File: src/pkg/cls_defs.svh
// constants of the combo lane select block: strap codes, register map,
// reset values and the settle count used before the assignment is latched.
// assumes it is included by its bare name, once per compile unit.
//
// Operation
// - combo 1 picks storage 1 or expansion 10
// - combo 1 strap 11 follows storage-1 pin
// - combo 3 picks storage 1 or expansion 14
// - combo 3 strap 11 follows storage-1 pin
// - storage 1 sits on lane 10 or 14
// - combo 4 picks storage 2 or expansion 15
// - combo 4 strap 11 follows storage-2 pin
// - combo 5 picks storage 3 or expansion 16
// - combo 5 strap 11 follows storage-3 pin
// - combo 2 strap 11 follows storage-0 pin
// - storage lanes run at three generation rates
`ifndef CLS_DEFS_SVH
`define CLS_DEFS_SVH

// lane select strap codes
`define CLS_STRAP_STORAGE  2'h1
`define CLS_STRAP_PIN      2'h3

// storage link rate codes, two bits per storage port
`define CLS_RATE_GEN1      2'h1
`define CLS_RATE_GEN2      2'h2
`define CLS_RATE_GEN3      2'h3
`define CLS_RATE_RST       8'hFF

// register word indices; the byte address is four times the index
`define CLS_ADDR_STATUS    6'h00
`define CLS_ADDR_STRAPS    6'h01
`define CLS_ADDR_RATE      6'h02

// status field positions
`define CLS_ST_LOCK_BIT    8
`define CLS_ST_CONF_BIT    9
`define CLS_ST_INSTB_BIT   10

// straps field positions
`define CLS_SP_POL_LSB     16
`define CLS_SP_PIN_LSB     24

// wait count reached after reset release before the straps are sampled
`define CLS_SETTLE_CYC     4'h3

// axi responses
`define CLS_RESP_OKAY      2'h0
`define CLS_RESP_SLVERR    2'h2

`endif

File: src/pkg/cls_pkg.sv
// types shared by the combo lane select block.
// assumes cls_defs.svh sits beside it on the include path.
`default_nettype none
package cls_pkg;

  // lane word carried between controllers and lane pins
  typedef struct packed {
    logic        valid;
    logic [19:0] data;
  } cls_lane_t;

  // latch sequence, gray along wait -> sample -> lock
  typedef enum logic [1:0] {
    CLS_WAIT   = 2'h0,
    CLS_SAMPLE = 2'h1,
    CLS_LOCK   = 2'h3
  } cls_state_t;

endpackage
`default_nettype wire

File: src/logic/cls_sync2.sv
// two flip-flop synchroniser for slow level inputs.
// assumes each bit is a quasi-static level; no bus coherency across bits.
`timescale 1ns/1ns
`default_nettype none
module cls_sync2 #(
  parameter int W = 1
) (
  input  wire logic         clk_sys,
  input  wire logic         rstn,
  input  wire logic [W-1:0] async_in,
  output logic      [W-1:0] sync_out
);

  logic [W-1:0] meta_q;

  // first stage feeds only the second stage
  always_ff @(posedge clk_sys or negedge rstn) begin
    if (!rstn) begin
      meta_q   <= '0;
      sync_out <= '0;
    end else begin
      meta_q   <= async_in;
      sync_out <= meta_q;
    end
  end

endmodule
`default_nettype wire

File: src/logic/cls_lane_select.sv
// combo lane select: steers five shared lanes to storage or expansion
// controllers, from soft straps and polarity pins latched after reset,
// with an axi4-lite slave for status and storage link rate.
// assumes the soft straps come from a loader on clk_sys and stay stable
// around reset release; polarity pins are asynchronous board levels.
`timescale 1ns/1ns
`default_nettype none
`include "cls_defs.svh"
module cls_lane_select #(
  parameter int ADDR_W = 8
) (
  input  wire logic              clk_sys,
  input  wire logic              rstn,
  input  wire logic [1:0]        combo1_lane_select_strap,
  input  wire logic [1:0]        combo2_lane_select_strap,
  input  wire logic [1:0]        combo3_lane_select_strap,
  input  wire logic [1:0]        combo4_lane_select_strap,
  input  wire logic [1:0]        combo5_lane_select_strap,
  input  wire logic              combo1_polarity_strap,
  input  wire logic              combo2_polarity_strap,
  input  wire logic              combo3_polarity_strap,
  input  wire logic              combo4_polarity_strap,
  input  wire logic              combo5_polarity_strap,
  input  wire logic              storage0_polarity_select_pin,
  input  wire logic              storage1_polarity_select_pin,
  input  wire logic              storage2_polarity_select_pin,
  input  wire logic              storage3_polarity_select_pin,
  input  wire cls_pkg::cls_lane_t sto_tx      [4],
  input  wire cls_pkg::cls_lane_t exp_tx      [5],
  input  wire cls_pkg::cls_lane_t lane_rx     [5],
  output cls_pkg::cls_lane_t     lane_tx     [5],
  output cls_pkg::cls_lane_t     sto_rx      [4],
  output cls_pkg::cls_lane_t     exp_rx      [5],
  output logic [4:0]             lane_is_storage,
  output logic [3:0]             storage_en,
  output logic                   storage1_inst_b,
  output logic [7:0]             storage_rate,
  output logic                   assign_locked,
  input  wire logic [ADDR_W-1:0] s_axi_awaddr,
  input  wire logic              s_axi_awvalid,
  output logic                   s_axi_awready,
  input  wire logic [31:0]       s_axi_wdata,
  input  wire logic [3:0]        s_axi_wstrb,
  input  wire logic              s_axi_wvalid,
  output logic                   s_axi_wready,
  output logic [1:0]             s_axi_bresp,
  output logic                   s_axi_bvalid,
  input  wire logic              s_axi_bready,
  input  wire logic [ADDR_W-1:0] s_axi_araddr,
  input  wire logic              s_axi_arvalid,
  output logic                   s_axi_arready,
  output logic [31:0]            s_axi_rdata,
  output logic [1:0]             s_axi_rresp,
  output logic                   s_axi_rvalid,
  input  wire logic              s_axi_rready
);

  // lane i (combo i+1) -> storage port; the polarity pin shares its index
  localparam int STO_OF [5] = '{1, 0, 1, 2, 3};

  ////////////////////////////////////////////////////////////////////////
  // strap gathering and pin synchronisers
  logic [9:0] strap_v;
  logic [4:0] pol_v;
  logic [3:0] pin_raw;
  logic [3:0] pin_s;

  assign strap_v = {combo5_lane_select_strap, combo4_lane_select_strap,
                    combo3_lane_select_strap, combo2_lane_select_strap,
                    combo1_lane_select_strap};
  assign pol_v   = {combo5_polarity_strap, combo4_polarity_strap,
                    combo3_polarity_strap, combo2_polarity_strap,
                    combo1_polarity_strap};
  assign pin_raw = {storage3_polarity_select_pin,
                    storage2_polarity_select_pin,
                    storage1_polarity_select_pin,
                    storage0_polarity_select_pin};

  cls_sync2 #(
    .W (4)
  ) u_pin_sync (
    .clk_sys  (clk_sys),
    .rstn     (rstn),
    .async_in (pin_raw),
    .sync_out (pin_s)
  );

  ////////////////////////////////////////////////////////////////////////
  // per-lane decision, evaluated every cycle but latched only once
  logic [4:0] want_sto;
  logic [4:0] pick;
  logic       conflict;

  genvar gi;
  generate
    for (gi = 0; gi < 5; gi++) begin : g_want
      // strap 11 hands the choice to the pin; other codes but 01 mean
      // expansion, so an unprogrammed strap keeps the expansion port
      always_comb begin
        case (strap_v[2*gi +: 2])
          `CLS_STRAP_STORAGE: want_sto[gi] = 1'b1;
          `CLS_STRAP_PIN:     want_sto[gi] = pin_s[STO_OF[gi]] ^ pol_v[gi];
          default:            want_sto[gi] = 1'b0;
        endcase
      end
    end
  endgenerate

  // storage 1 has one controller: combo 1 wins, combo 3 falls back
  assign conflict = want_sto[0] & want_sto[2];
  assign pick     = {want_sto[4:3], want_sto[2] & ~want_sto[0],
                     want_sto[1:0]};

  ////////////////////////////////////////////////////////////////////////
  // latch sequence
  cls_pkg::cls_state_t st_q;
  logic [3:0]          wait_q;
  logic [4:0]          sel_q;
  logic                conf_q;
  logic [9:0]          strap_q;
  logic [4:0]          pol_q;
  logic [3:0]          pin_q;

  // waits for the pin synchronisers to fill before sampling
  always_ff @(posedge clk_sys or negedge rstn) begin
    if (!rstn) begin
      st_q   <= cls_pkg::CLS_WAIT;
      wait_q <= 4'h0;
    end else begin
      case (st_q)
        cls_pkg::CLS_WAIT: begin
          wait_q <= wait_q + 4'h1;
          if (wait_q == `CLS_SETTLE_CYC) begin
            st_q <= cls_pkg::CLS_SAMPLE;
          end
        end
        cls_pkg::CLS_SAMPLE: st_q <= cls_pkg::CLS_LOCK;
        cls_pkg::CLS_LOCK:   st_q <= cls_pkg::CLS_LOCK;
        default:             st_q <= cls_pkg::CLS_WAIT;
      endcase
    end
  end

  // assignment is captured once; before that every lane stays expansion
  always_ff @(posedge clk_sys or negedge rstn) begin
    if (!rstn) begin
      sel_q   <= 5'h00;
      conf_q  <= 1'b0;
      strap_q <= 10'h000;
      pol_q   <= 5'h00;
      pin_q   <= 4'h0;
    end else if (st_q == cls_pkg::CLS_SAMPLE) begin
      sel_q   <= pick;
      conf_q  <= conflict;
      strap_q <= strap_v;
      pol_q   <= pol_v;
      pin_q   <= pin_s;
    end
  end

  assign lane_is_storage = sel_q;
  assign assign_locked   = (st_q == cls_pkg::CLS_LOCK);
  assign storage1_inst_b = sel_q[2];
  assign storage_en      = {sel_q[4], sel_q[3], sel_q[0] | sel_q[2],
                            sel_q[1]};

  ////////////////////////////////////////////////////////////////////////
  // lane data steering, registered in both directions
  generate
    for (gi = 0; gi < 5; gi++) begin : g_lane
      always_ff @(posedge clk_sys or negedge rstn) begin
        if (!rstn) begin
          lane_tx[gi] <= '0;
          exp_rx[gi]  <= '0;
        end else begin
          lane_tx[gi] <= sel_q[gi] ? sto_tx[STO_OF[gi]] : exp_tx[gi];
          exp_rx[gi]  <= sel_q[gi] ? '0 : lane_rx[gi];
        end
      end
    end
  endgenerate

  // storage receive: storage 1 listens on lane 10 or lane 14
  always_ff @(posedge clk_sys or negedge rstn) begin
    if (!rstn) begin
      sto_rx[0] <= '0;
      sto_rx[1] <= '0;
      sto_rx[2] <= '0;
      sto_rx[3] <= '0;
    end else begin
      sto_rx[0] <= sel_q[1] ? lane_rx[1] : '0;
      sto_rx[1] <= sel_q[0] ? lane_rx[0] :
                   (sel_q[2] ? lane_rx[2] : '0);
      sto_rx[2] <= sel_q[3] ? lane_rx[3] : '0;
      sto_rx[3] <= sel_q[4] ? lane_rx[4] : '0;
    end
  end

  ////////////////////////////////////////////////////////////////////////
  // axi4-lite write channel
  logic              aw_hold_q;
  logic              w_hold_q;
  logic [ADDR_W-1:0] aw_addr_q;
  logic [31:0]       w_data_q;
  logic [3:0]        w_strb_q;
  logic              aw_have;
  logic              w_have;
  logic              do_wr;
  logic [5:0]        wr_idx;
  logic [31:0]       wr_data;
  logic [3:0]        wr_strb;
  logic [7:0]        rate_q;

  assign s_axi_awready = ~aw_hold_q & ~s_axi_bvalid;
  assign s_axi_wready  = ~w_hold_q & ~s_axi_bvalid;
  assign aw_have = aw_hold_q | (s_axi_awvalid & s_axi_awready);
  assign w_have  = w_hold_q | (s_axi_wvalid & s_axi_wready);
  assign do_wr   = aw_have & w_have & ~s_axi_bvalid;
  assign wr_idx  = aw_hold_q ? aw_addr_q[7:2] : s_axi_awaddr[7:2];
  assign wr_data = w_hold_q ? w_data_q : s_axi_wdata;
  assign wr_strb = w_hold_q ? w_strb_q : s_axi_wstrb;

  // address and data may come in either order; each is parked until both
  always_ff @(posedge clk_sys or negedge rstn) begin
    if (!rstn) begin
      aw_hold_q <= 1'b0;
      w_hold_q  <= 1'b0;
      aw_addr_q <= '0;
      w_data_q  <= 32'h0000_0000;
      w_strb_q  <= 4'h0;
    end else if (do_wr) begin
      aw_hold_q <= 1'b0;
      w_hold_q  <= 1'b0;
    end else begin
      if (s_axi_awvalid & s_axi_awready) begin
        aw_hold_q <= 1'b1;
        aw_addr_q <= s_axi_awaddr;
      end
      if (s_axi_wvalid & s_axi_wready) begin
        w_hold_q <= 1'b1;
        w_data_q <= s_axi_wdata;
        w_strb_q <= s_axi_wstrb;
      end
    end
  end

  // response one cycle after both halves are present
  always_ff @(posedge clk_sys or negedge rstn) begin
    if (!rstn) begin
      s_axi_bvalid <= 1'b0;
      s_axi_bresp  <= `CLS_RESP_OKAY;
    end else if (do_wr) begin
      s_axi_bvalid <= 1'b1;
      s_axi_bresp  <= (wr_idx == `CLS_ADDR_RATE) ? `CLS_RESP_OKAY
                                                 : `CLS_RESP_SLVERR;
    end else if (s_axi_bready) begin
      s_axi_bvalid <= 1'b0;
    end
  end

  // rate fields: a code of 00 is not a rate, so such a field is left as is
  always_ff @(posedge clk_sys or negedge rstn) begin
    if (!rstn) begin
      rate_q <= `CLS_RATE_RST;
    end else if (do_wr && wr_idx == `CLS_ADDR_RATE && wr_strb[0]) begin
      for (int p = 0; p < 4; p++) begin
        if (wr_data[2*p +: 2] != 2'h0) begin
          rate_q[2*p +: 2] <= wr_data[2*p +: 2];
        end
      end
    end
  end

  // rate only offered to a storage port that owns a lane
  generate
    for (gi = 0; gi < 4; gi++) begin : g_rate
      assign storage_rate[2*gi +: 2] =
        storage_en[gi] ? rate_q[2*gi +: 2] : 2'h0;
    end
  endgenerate

  ////////////////////////////////////////////////////////////////////////
  // axi4-lite read channel
  logic [5:0] rd_idx;
  assign s_axi_arready = ~s_axi_rvalid;
  assign rd_idx        = s_axi_araddr[7:2];

  always_ff @(posedge clk_sys or negedge rstn) begin
    if (!rstn) begin
      s_axi_rvalid <= 1'b0;
      s_axi_rdata  <= 32'h0000_0000;
      s_axi_rresp  <= `CLS_RESP_OKAY;
    end else if (s_axi_arvalid & s_axi_arready) begin
      s_axi_rvalid <= 1'b1;
      s_axi_rresp  <= `CLS_RESP_OKAY;
      s_axi_rdata  <= 32'h0000_0000;
      case (rd_idx)
        `CLS_ADDR_STATUS: begin
          s_axi_rdata[4:0]               <= sel_q;
          s_axi_rdata[`CLS_ST_LOCK_BIT]  <= assign_locked;
          s_axi_rdata[`CLS_ST_CONF_BIT]  <= conf_q;
          s_axi_rdata[`CLS_ST_INSTB_BIT] <= storage1_inst_b;
        end
        `CLS_ADDR_STRAPS: begin
          s_axi_rdata[9:0]                      <= strap_q;
          s_axi_rdata[`CLS_SP_POL_LSB +: 5]     <= pol_q;
          s_axi_rdata[`CLS_SP_PIN_LSB +: 4]     <= pin_q;
        end
        `CLS_ADDR_RATE:   s_axi_rdata[7:0] <= rate_q;
        default:          s_axi_rresp      <= `CLS_RESP_SLVERR;
      endcase
    end else if (s_axi_rready) begin
      s_axi_rvalid <= 1'b0;
    end
  end

  ////////////////////////////////////////////////////////////////////////
  // assertions
  logic sampling;
  assign sampling = (st_q == cls_pkg::CLS_SAMPLE);
endmodule
`default_nettype wire

File: config.mk
export PLATFORM = sky130hd
export DESIGN_NAME = cls_lane_select
export DESIGN_NICKNAME = d
export VERILOG_FILES = /design/src/pkg/cls_pkg.sv /design/src/logic/cls_sync2.sv /design/src/logic/cls_lane_select.sv
export VERILOG_INCLUDE_DIRS = /design/src /design/src/pkg
export SDC_FILE = /design/constraint.sdc
export NUM_CORES = 1
export LEC_CHECK = 0
export ABC_AREA = 0
export BUFFER_PORTS_ARGS = -buffer_cell sky130_fd_sc_hd__buf_4
export CAP_MARGIN = 40
export CORE_AREA = 10 10 276 278
export DETAILED_ROUTE_END_ITERATION = 10
export DIE_AREA = 0 0 286 288
export PLACE_DENSITY = 0.4
export SYNTH_ARGS = -nofsm -noshare
export SYNTH_HDL_FRONTEND = slang
export SYNTH_HIERARCHICAL = 1
export SYNTH_SLANG_ARGS = --single-unit
File: constraint.sdc
create_clock -name clk_sys -period 1.62 [get_ports clk_sys]
set_input_delay 0.081 -clock clk_sys [delete_from_list [all_inputs] [get_ports clk_sys]]
set_output_delay 0.081 -clock clk_sys [all_outputs]
set_load 0.03 [all_outputs]
== Word level (Yosys, flattened, before mapping) ==
Index checks and enable logic that the tools add are counted.
Operators by class
  add/sub/neg operators: 1
  multipliers: 0
  div/mod/pow operators: 0
  order comparisons: 0
  eq/ne operators: 17
  shift operators: 0
  multiplexer cells: 45
  bitwise gates (word level): 23
  reduce and logical (&&, ||, !) cells: 20
Operators by type and width (number)
  two-way mux 21 bit: 15
  nonzero test 2 bit: 8
  case mux 5 bit (3 select lines): 1
  two-way mux 2 bit: 7
  equality test 2 x 1 -> 1 bit, second input constant: 6
  equality test 2 bit, second input constant: 6
  equality test 6 x 2 -> 1 bit, second input constant: 2
  AND reduction 2 bit: 6
  two-way mux 1 bit: 10
  case mux 1 bit (2 select lines): 5
  bitwise AND 1 bit: 9
  two-way mux 8 bit: 1
  case mux 2 bit (2 select lines): 2
  equality test 6 x 1 -> 1 bit, second input constant: 1
  logical NOT 6 bit: 1
  two-way mux 6 bit: 1
  NOT 1 bit: 6
  case mux 3 bit (2 select lines): 1
  two-way mux 5 bit: 1
  bitwise XOR 1 bit: 5
  adder 4 x 1 -> 4 bit, second input constant: 1
  equality test 4 x 2 -> 1 bit, second input constant: 1
  two-way mux 4 bit: 1
  bitwise OR 1 bit: 3
  other kinds (5): 6
Word-level totals
  register bits after elaboration: 386
  latch bits: 0
  memory bits (writable): 0
  memory bits (read-only): 0
  bits of input ports: 372
  memories kept: 0

== Logic depth before layout (Yosys ltp) ==
Gate-level depths: netlist (run 1).
  word-level depth: 9
  gate-level depth with buffers: 5
  gate-level depth less buffers: 4

== Cells and area by module ==
The synthesis (run 1) kept the hierarchy.
Modules (own cells, without submodules)
  cls_lane_select: times used 1, cells an instance 944, area an instance 13576.8 µm²
  cls_sync2: times used 1, cells an instance 8, area an instance 200.2 µm²

== Worst setup path before layout (run 1) ==
No wires, ideal clock.
  kind: register to register
  start point: register sel_q[2] (netlist: lane_is_storage[2])
  end point: register lane_tx[54] (netlist bit)
  library setup time: 0.125 ns
  data arrival time: 1.524 ns
  required time: 1.495 ns
  setup slack: -0.029 ns
  cell stages (with the launch flop): 4
  buffers on the path: 2
  clock period less this slack: 1.649 ns
  cell sequence: dfrtp_1 -> clkbuf_1 -> clkbuf_1 -> mux2_2
Between the ends
  word-level cells in the longest chain between the ends: 1
Ends and longest elaborated chain
  start: declaration: line cls_lane_select.sv:118  | logic [4:0] sel_q;
  start signal: assignment: line cls_lane_select.sv:153  | sel_q <= pick;
  two-way mux 21 bit: line cls_lane_select.sv:176  | lane_tx[gi] <= sel_q[gi] ? sto_tx[STO_OF[gi]] : exp_tx[gi];
  end signal: indexed assignment: line cls_lane_select.sv:176
  end: declaration: line cls_lane_select.sv:31  | output cls_pkg::cls_lane_t lane_tx [5],
Every way passes these cells.
A chain may end at the register's enable or synchronous reset.

== Worst setup path in the final report (run 1) ==
  start point: register sel_q[1] (netlist: lane_is_storage[1])
  end point: register lane_tx[72] (netlist bit)
The elaborated chain is that of the path after synthesis.

==> flow_summary.yaml, run 1 <==
outcome:
  status: "finished clean"
pwr:
  switching_power_uw: 8182
  p_per_area_nw_per_um2: 1104
  p_int_uw: 20210
  power_frac_seq: 0.389
  swShare: 0.2881
  p_comb_frac: 0.234
  leakagePower_uw: 0.01238
  peakVddDrop_mv: 0.7190
  clkPwrFrac: 0.377
  power_uw: 28400
placed_design:
  finalWeightedCongestion: 0.7928
  hpwl_mm: 46.88
  dpl_cell_area_sq_um: 20270
  io_buffer_count: 680
layout:
  fin_area_sq_um: 25730
  final_util: 0.3631
  drive_above_1_share: 0.4737
  num-nets-final: 2407
  syn2layout_area_growth_pct: 86.78
synth:
  synth_top_area_frac: 0.6793
  synth_warnings: 6
  synth-seq-cells: 382
  synth_edf_count: 0
  ys_top_cells_by_area: "dfrtp_1 (68%), mux2_2 (11%), nor2b_1 (4.9%)"
  ys_top_cells_by_count: "dfrtp_1 (374), mux2_2 (140), nor2b_1 (108), and2_1 (72), nand2_1 (46)"
  synth_top_area_cell: "dfrtp_1"
  ys.flop_type: "dfrtp_1"
  yosysMostFrequentCell: "dfrtp_1"
  synthArstFlopShare: 1.000
  syn_avg_cell_area_sq_um: 14.47
  synth_seq_area_share: 0.6946
  syn_inst: 952
  netlist_area_sq_um: 13780
  synth.distinct_cells: 44
worst_setup_path:
  cpPeakStageDelay_ns: 0.55
  r2r_end: "lane_tx[72]$_DFF_PN0_"
  crit_buf_inv: 2
  required_ns: 2.06
  end_kind: "register"
  rrSetupSlack_ns: 0.02
  rr_startpoint: "lane_is_storage[1]$_DFFE_PN0P_"
  critical_path_depth: 3
  cp-start-kind: "register"
  crit_end: "lane_tx[72]$_DFF_PN0_"
  startpoint: "lane_is_storage[1]$_DFFE_PN0P_"
  critPathTopFamily: "buffers and inverters"
  crit_path_max_fanout: 16
  worst-r2r-cell-count: 3
  cp.arrival_ns: 2.04
  path_cells: "buf_12, mux2_2, dlygate4sd3_1"
  cpMaxStageDelayCell: "dlygate4sd3_1"
  criticalPathCategory: "reg -> reg"
floorplan:
  dieArea_sq_um: 82370
  placementRows: 98
  ios: 726
  dieWidth_um: 286
  dieHeight_um: 288
  core_area_sq_um: 70870
  start_util: 0.1944
detailed_routing:
  wl_met1_mm: 24.28
  route.met2.wl_mm: 33.36
  met3_length_mm: 3.560
  drt_pre_antenna_iters: 4
  first_iter_violations: 440
  routed_wl_mm: 62.86
  avgViaCountPerCell: 3.776
  drc: 0
  highest_layer: "met4"
  drt-wirelength-per-cell_um: 20.79
  ant_nets: 0
  vias: 11420
timing:
  fin_crit_ns: 1.601
  slew_headroom: 0.5992
  skew_ns: 0.01965
  fmax_ghz: 0.6247
  fin_crit_sh: 0.9882
  worst_pin_slew_ns: 0.6012
  hold_ws_ns: 0.07081
  rsz0062_at_grt: "true"
  finalMaxSlewViolations: 0
  setup_viol: 0
  hold_viol: 0
grt:
  grt_pass1_wl_mm: 90.04
  grt_pass1_vias: 13000
  antenna_found_initial: 3
  grt_max_degree: 56
  overflow: 0
  grt_usage: 0.1459
clocking:
  clock_sinks: 382
  clock_path_buffers: 3
  cts_tree: "yes"
  cts.clk_slew.worst_paths_ns: 0.06
  cts-htree-levels: 2
  clock_latency_ns: 0.57
  numCtsBuffers: 47
  clock-root-buffer: "clkbuf_16"
min_path:
  hold_path_class: "in -> async"
job:
  max_cap_viol_count: 0
worst min-delay path by stage:
| stage | startpoint | endpoint | slack, ns | cells after the start |
|---|---|---|---|---|
| global placement | rstn | aw_addr_q[7]$_DFFE_PN0P_ | 0.09 | 1 |
| floorplan | rstn | aw_addr_q[2]$_DFFE_PN0P_ | -0.21 | 0 |
| CTS | rstn | sto_rx[81]$_DFF_PN0_ | 0.06 | 2 |
| detailed placement | rstn | aw_addr_q[6]$_DFFE_PN0P_ | 0.08 | 1 |
| global route | s_axi_araddr[6] | s_axi_rdata[24]$_DFFE_PN0P_ | 0.09 | 6 |
| finish | rstn | aw_addr_q[6]$_DFFE_PN0P_ | 0.07 | 2 |
cell type report:
| cell class | instances | area, sq um |
|---|---|---|
| Fill cell | 7033 | 45140 |
| Antenna cell | 3 | 7.507 |
| Timing Repair Buffer | 1085 | 9369 |
| Clock buffer | 74 | 1469 |
| Clock inverter | 12 | 131.4 |
| Sequential cell | 382 | 9575 |
| Inverter | 7 | 26.28 |
| Tap cell | 950 | 1189 |
| Multi-Input combinational cell | 511 | 3965 |
cell usage in the layout (no fill, tap or decap), types with 17 or more instances in the layout:
cell type,instances
buf_4,711
dfrtp_1,369
dlygate4sd3_1,340
mux2_2,131
nor2b_1,108
and2_1,70
clkbuf_16,49
nand2_1,46
a22o_1,27
o21ai_0,17
clkbuf_8,17
repair_timing:
item / in CTS / in global routing
resized for setup: 7 / 25
pin swaps: 1 / 5
hold buffers: 340 / 7
endpoints found under the setup margin: 11 / 37
endpoints found under the hold margin: 734 / 7
buffers inserted: 8 / 3
cloned: 5 / 1
power by group through the flow:
stage / Sequential, uW / Combinational, uW / Clock, uW
floorplan: 12300 / 1620 / 0
global placement: 11200 / 5660 / 0
detailed placement: 11200 / 5690 / 0
CTS: 11000 / 6640 / 11100
global route: 11200 / 7050 / 11500
finish: 11100 / 6640 / 10700
registers in the layout, summed over array words and instances, names as in the netlist, 2 cells and up:
name and flops:
aw_addr_q 6, pol_q 5, exp_rx 105, lane_tx 105, strap_q 10, s_axi_rdata 20
rate_q 8, sto_rx 84, st_q 2, pin_q 4, lane_is_storage 5, u_pin_sync/sync_out 4
wait_q 4, u_pin_sync/meta_q 4, w_data_q 8
layer usage:
layer / global-route usage / vias up
li1: - / 5321
met1: 0.1655 / 5665
met2: 0.2621 / 351
met3: 0.03919 / 82
met4: 0.04685 / 0
met5: 0 / -
metrics by stage:
stage	cells	TNS [ns]	worst slack, ns
2_1_floorplan	965	0	0.04602
3_3_place_gp	2571	0	0.04470
3_5_place_dp	2571	0	0.03799
4_1_cts	3010	-0.1407	-0.05531
5_1_grt	3022	-0.1904	-0.05186
6_report	3024	0	0.01919
worst reg2reg max path: stages (launching register included):
cell and delay, ns:
dfrtp_2 0.39, buf_12 0.17, mux2_2 0.38, dlygate4sd3_1 0.55
cells by family after synthesis:
kind of cell | count (synthesis) | share of synthesized area
flops | 382 | 0.6946
simple gates | 265 | 0.1103
mux | 155 | 0.1253
buf+inv | 72 | 0.02552
compound gates | 68 | 0.03796
xor+xnor | 8 | 0.005086
fa+ha+maj | 1 | 0.0009080
other cells | 1 | 0.0002722
No activity file was read; power rests on OpenSTA's default activity.
==> run 2, diff against run 1 <==
--- a/config.mk
+++ b/config.mk
@@ -12,6 +12,7 @@
 export CORE_AREA = 10 10 276 278
 export DETAILED_ROUTE_END_ITERATION = 10
 export DIE_AREA = 0 0 286 288
+export HOLD_SLACK_MARGIN = 0.1
 export PLACE_DENSITY = 0.4
 export SYNTH_ARGS = -nofsm -noshare
 export SYNTH_HDL_FRONTEND = slang
==> run 2 against run 1 <==
Against the previous run:
- critical path depth unchanged
- flip-flop and latch count unchanged
- via count is 0.28% higher
- critical endpoint unchanged
- non-clock buffer count grew 1
- critical path type unchanged
- combinational power hardly changed
- clock skew is 0.0018 ns lower
==> flow_summary.yaml, run 2 (synthesis results as in run 1) <==
clocking:
  numCtsBuffers: 47
  clock_path_buffers: 3
  cts_tree: "yes"
  cts.clk_slew.worst_paths_ns: 0.06
  clock_latency_ns: 0.57
  clock-root-buffer: "clkbuf_16"
  cts-htree-levels: 2
  clock_sinks: 382
layout:
  drive_above_1_share: 0.4739
  seq_area_sq_um: 9575
  final_cell_mix: "buf_4 (711), dfrtp_1 (369), dlygate4sd3_1 (340)"
  num-fill-cells: 7030
  syn2layout_area_growth_pct: 86.92
  final_common_cell: "buf_4"
  multi_input_area_sq_um: 3965
  num-nets-final: 2408
  final_cells: 3025
  largestRegisters: "exp_rx: 105 flops, lane_tx: 105 flops, sto_rx: 84 flops"
job:
  max_cap_viol_count: 0
detailed_routing:
  drt_pre_antenna_iters: 4
  avgViaCountPerCell: 3.785
  first_iter_violations: 430
  drt-wirelength-per-cell_um: 20.87
  vias: 11450
  ant_nets: 0
  drc: 0
  routed_wl_mm: 63.15
floorplan:
  dieHeight_um: 288
  placementRows: 98
  dieWidth_um: 286
  ios: 726
  start_util: 0.1944
  dieArea_sq_um: 82370
  core_area_sq_um: 70870
grt:
  grt_usage: 0.1466
  antenna_found_initial: 3
  overflow: 0
  grt_pass1_wl_mm: 90.36
  grt_pass1_vias: 13010
  grt_max_degree: 49
worst_setup_path:
  cp-start-kind: "register"
  cp.arrival_ns: 2.05
  criticalPathCategory: "reg -> reg"
  required_ns: 2.06
  crit_path_max_fanout: 16
  end_kind: "register"
timing:
  slew_headroom: 0.6591
  skew_ns: 0.01780
  hold_viol: 0
  setup_slack_ns: 0.01783
  finalMaxSlewViolations: 0
  rsz0062_at_grt: "true"
  fin_crit_sh: 0.9890
  fin_crit_ns: 1.602
  setup_viol: 0
  fmax_ghz: 0.6242
  worst_pin_slew_ns: 0.5103
placed_design:
  placedCellCount: 2571
  detailedPlace.worstSlack_ns: 0.03799
  io_buffer_count: 680
  hpwl_mm: 46.88
  finalWeightedCongestion: 0.7928
pwr:
  p_per_area_nw_per_um2: 1103
  leakagePower_uw: 0.01239
  peakVddDrop_mv: 0.7178
min_path:
  hold_path_class: "in -> reg"
outcome:
  status: "finished clean"
==> run 2: routing by layer <==
layer | routed length, um | up-vias | GRT usage | part of all wire
met4 | 1625 | 0 | 0.04487 | 0.026
li1 | - | 5325 | - | -
met1 | 24380 | 5696 | 0.1667 | 0.39
met3 | 3646 | 79 | 0.03919 | 0.058
met2 | 33490 | 351 | 0.2640 | 0.53
met5 | 0 | - | 0 | 0
==> run 2: area by class of cell <==
cell class | instances | area share
sequential | 382 | 0.3718
timing repair buffer | 1086 | 0.3646
multi-input combinational | 511 | 0.1540
clock buffer | 74 | 0.05704
tap | 950 | 0.04616
clock inverter | 12 | 0.005102
inverter | 7 | 0.001020
antenna | 3 | 0.0002915
==> run 2: timing repair <==
item,in CTS,in global routing
hold endpoints to repair,750,7
cloned,5,1
endpoints found under the setup margin,11,38
pin swaps,1,6
gates resized for setup,7,25
setup buffers,8,3
hold buffers,341,7
==> run 2: worst paths after layout <==
check / startpoint / end / slack (ns) / depth (start not counted)
min in group asynchronous: rstn / s_axi_rvalid$_DFFE_PN0P_ / 0.63 / 3
max in group asynchronous: rstn / lane_tx[92]$_DFF_PN0_ / 0.36 / 4
hold reg to reg: u_pin_sync/meta_q[2]$_DFF_PN0_ / u_pin_sync/sync_out[2]$_DFF_PN0_ / 0.35 / 0
setup reg to reg: lane_is_storage[1]$_DFFE_PN0P_ / lane_tx[72]$_DFF_PN0_ / 0.02 / 3
setup / recovery: lane_is_storage[1]$_DFFE_PN0P_ / lane_tx[72]$_DFF_PN0_ / 0.02 / 3
hold / removal: storage1_polarity_select_pin / u_pin_sync/meta_q[1]$_DFF_PN0_ / 0.18 / 2
==> run 2: worst max-delay path, cell delays in order, from the launching register on <==
cell and delay (ns):
dfrtp_2 0.39, buf_12 0.17, mux2_2 0.35, dlygate4sd3_1 0.55
==> run 2: power breakdown <==
| group | internal, uW | switching (uW) | total, uW |
|---|---|---|---|
| Clock | 6530 | 4180 | 10700 |
| Combinational | 3150 | 3500 | 6650 |
| Sequential | 10500 | 507 | 11100 |
| Total | 20200 | 8180 | 28400 |
==> run 2: per-stage QoR <==
stage	total power (uW)	util	setup TNS, ns	hold WS (ns)	cell area (sq um)
floorplan	13940	-	0	-0.2146	13830
global placement	16860	0.2860	0	0.08887	20270
detailed placement	16900	0.2860	0	0.08320	20270
CTS	28840	0.3603	-0.1407	0.1182	25540
global route	29760	0.3633	-0.1910	0.1429	25750
finish	28400	0.3634	0	0.1840	25750
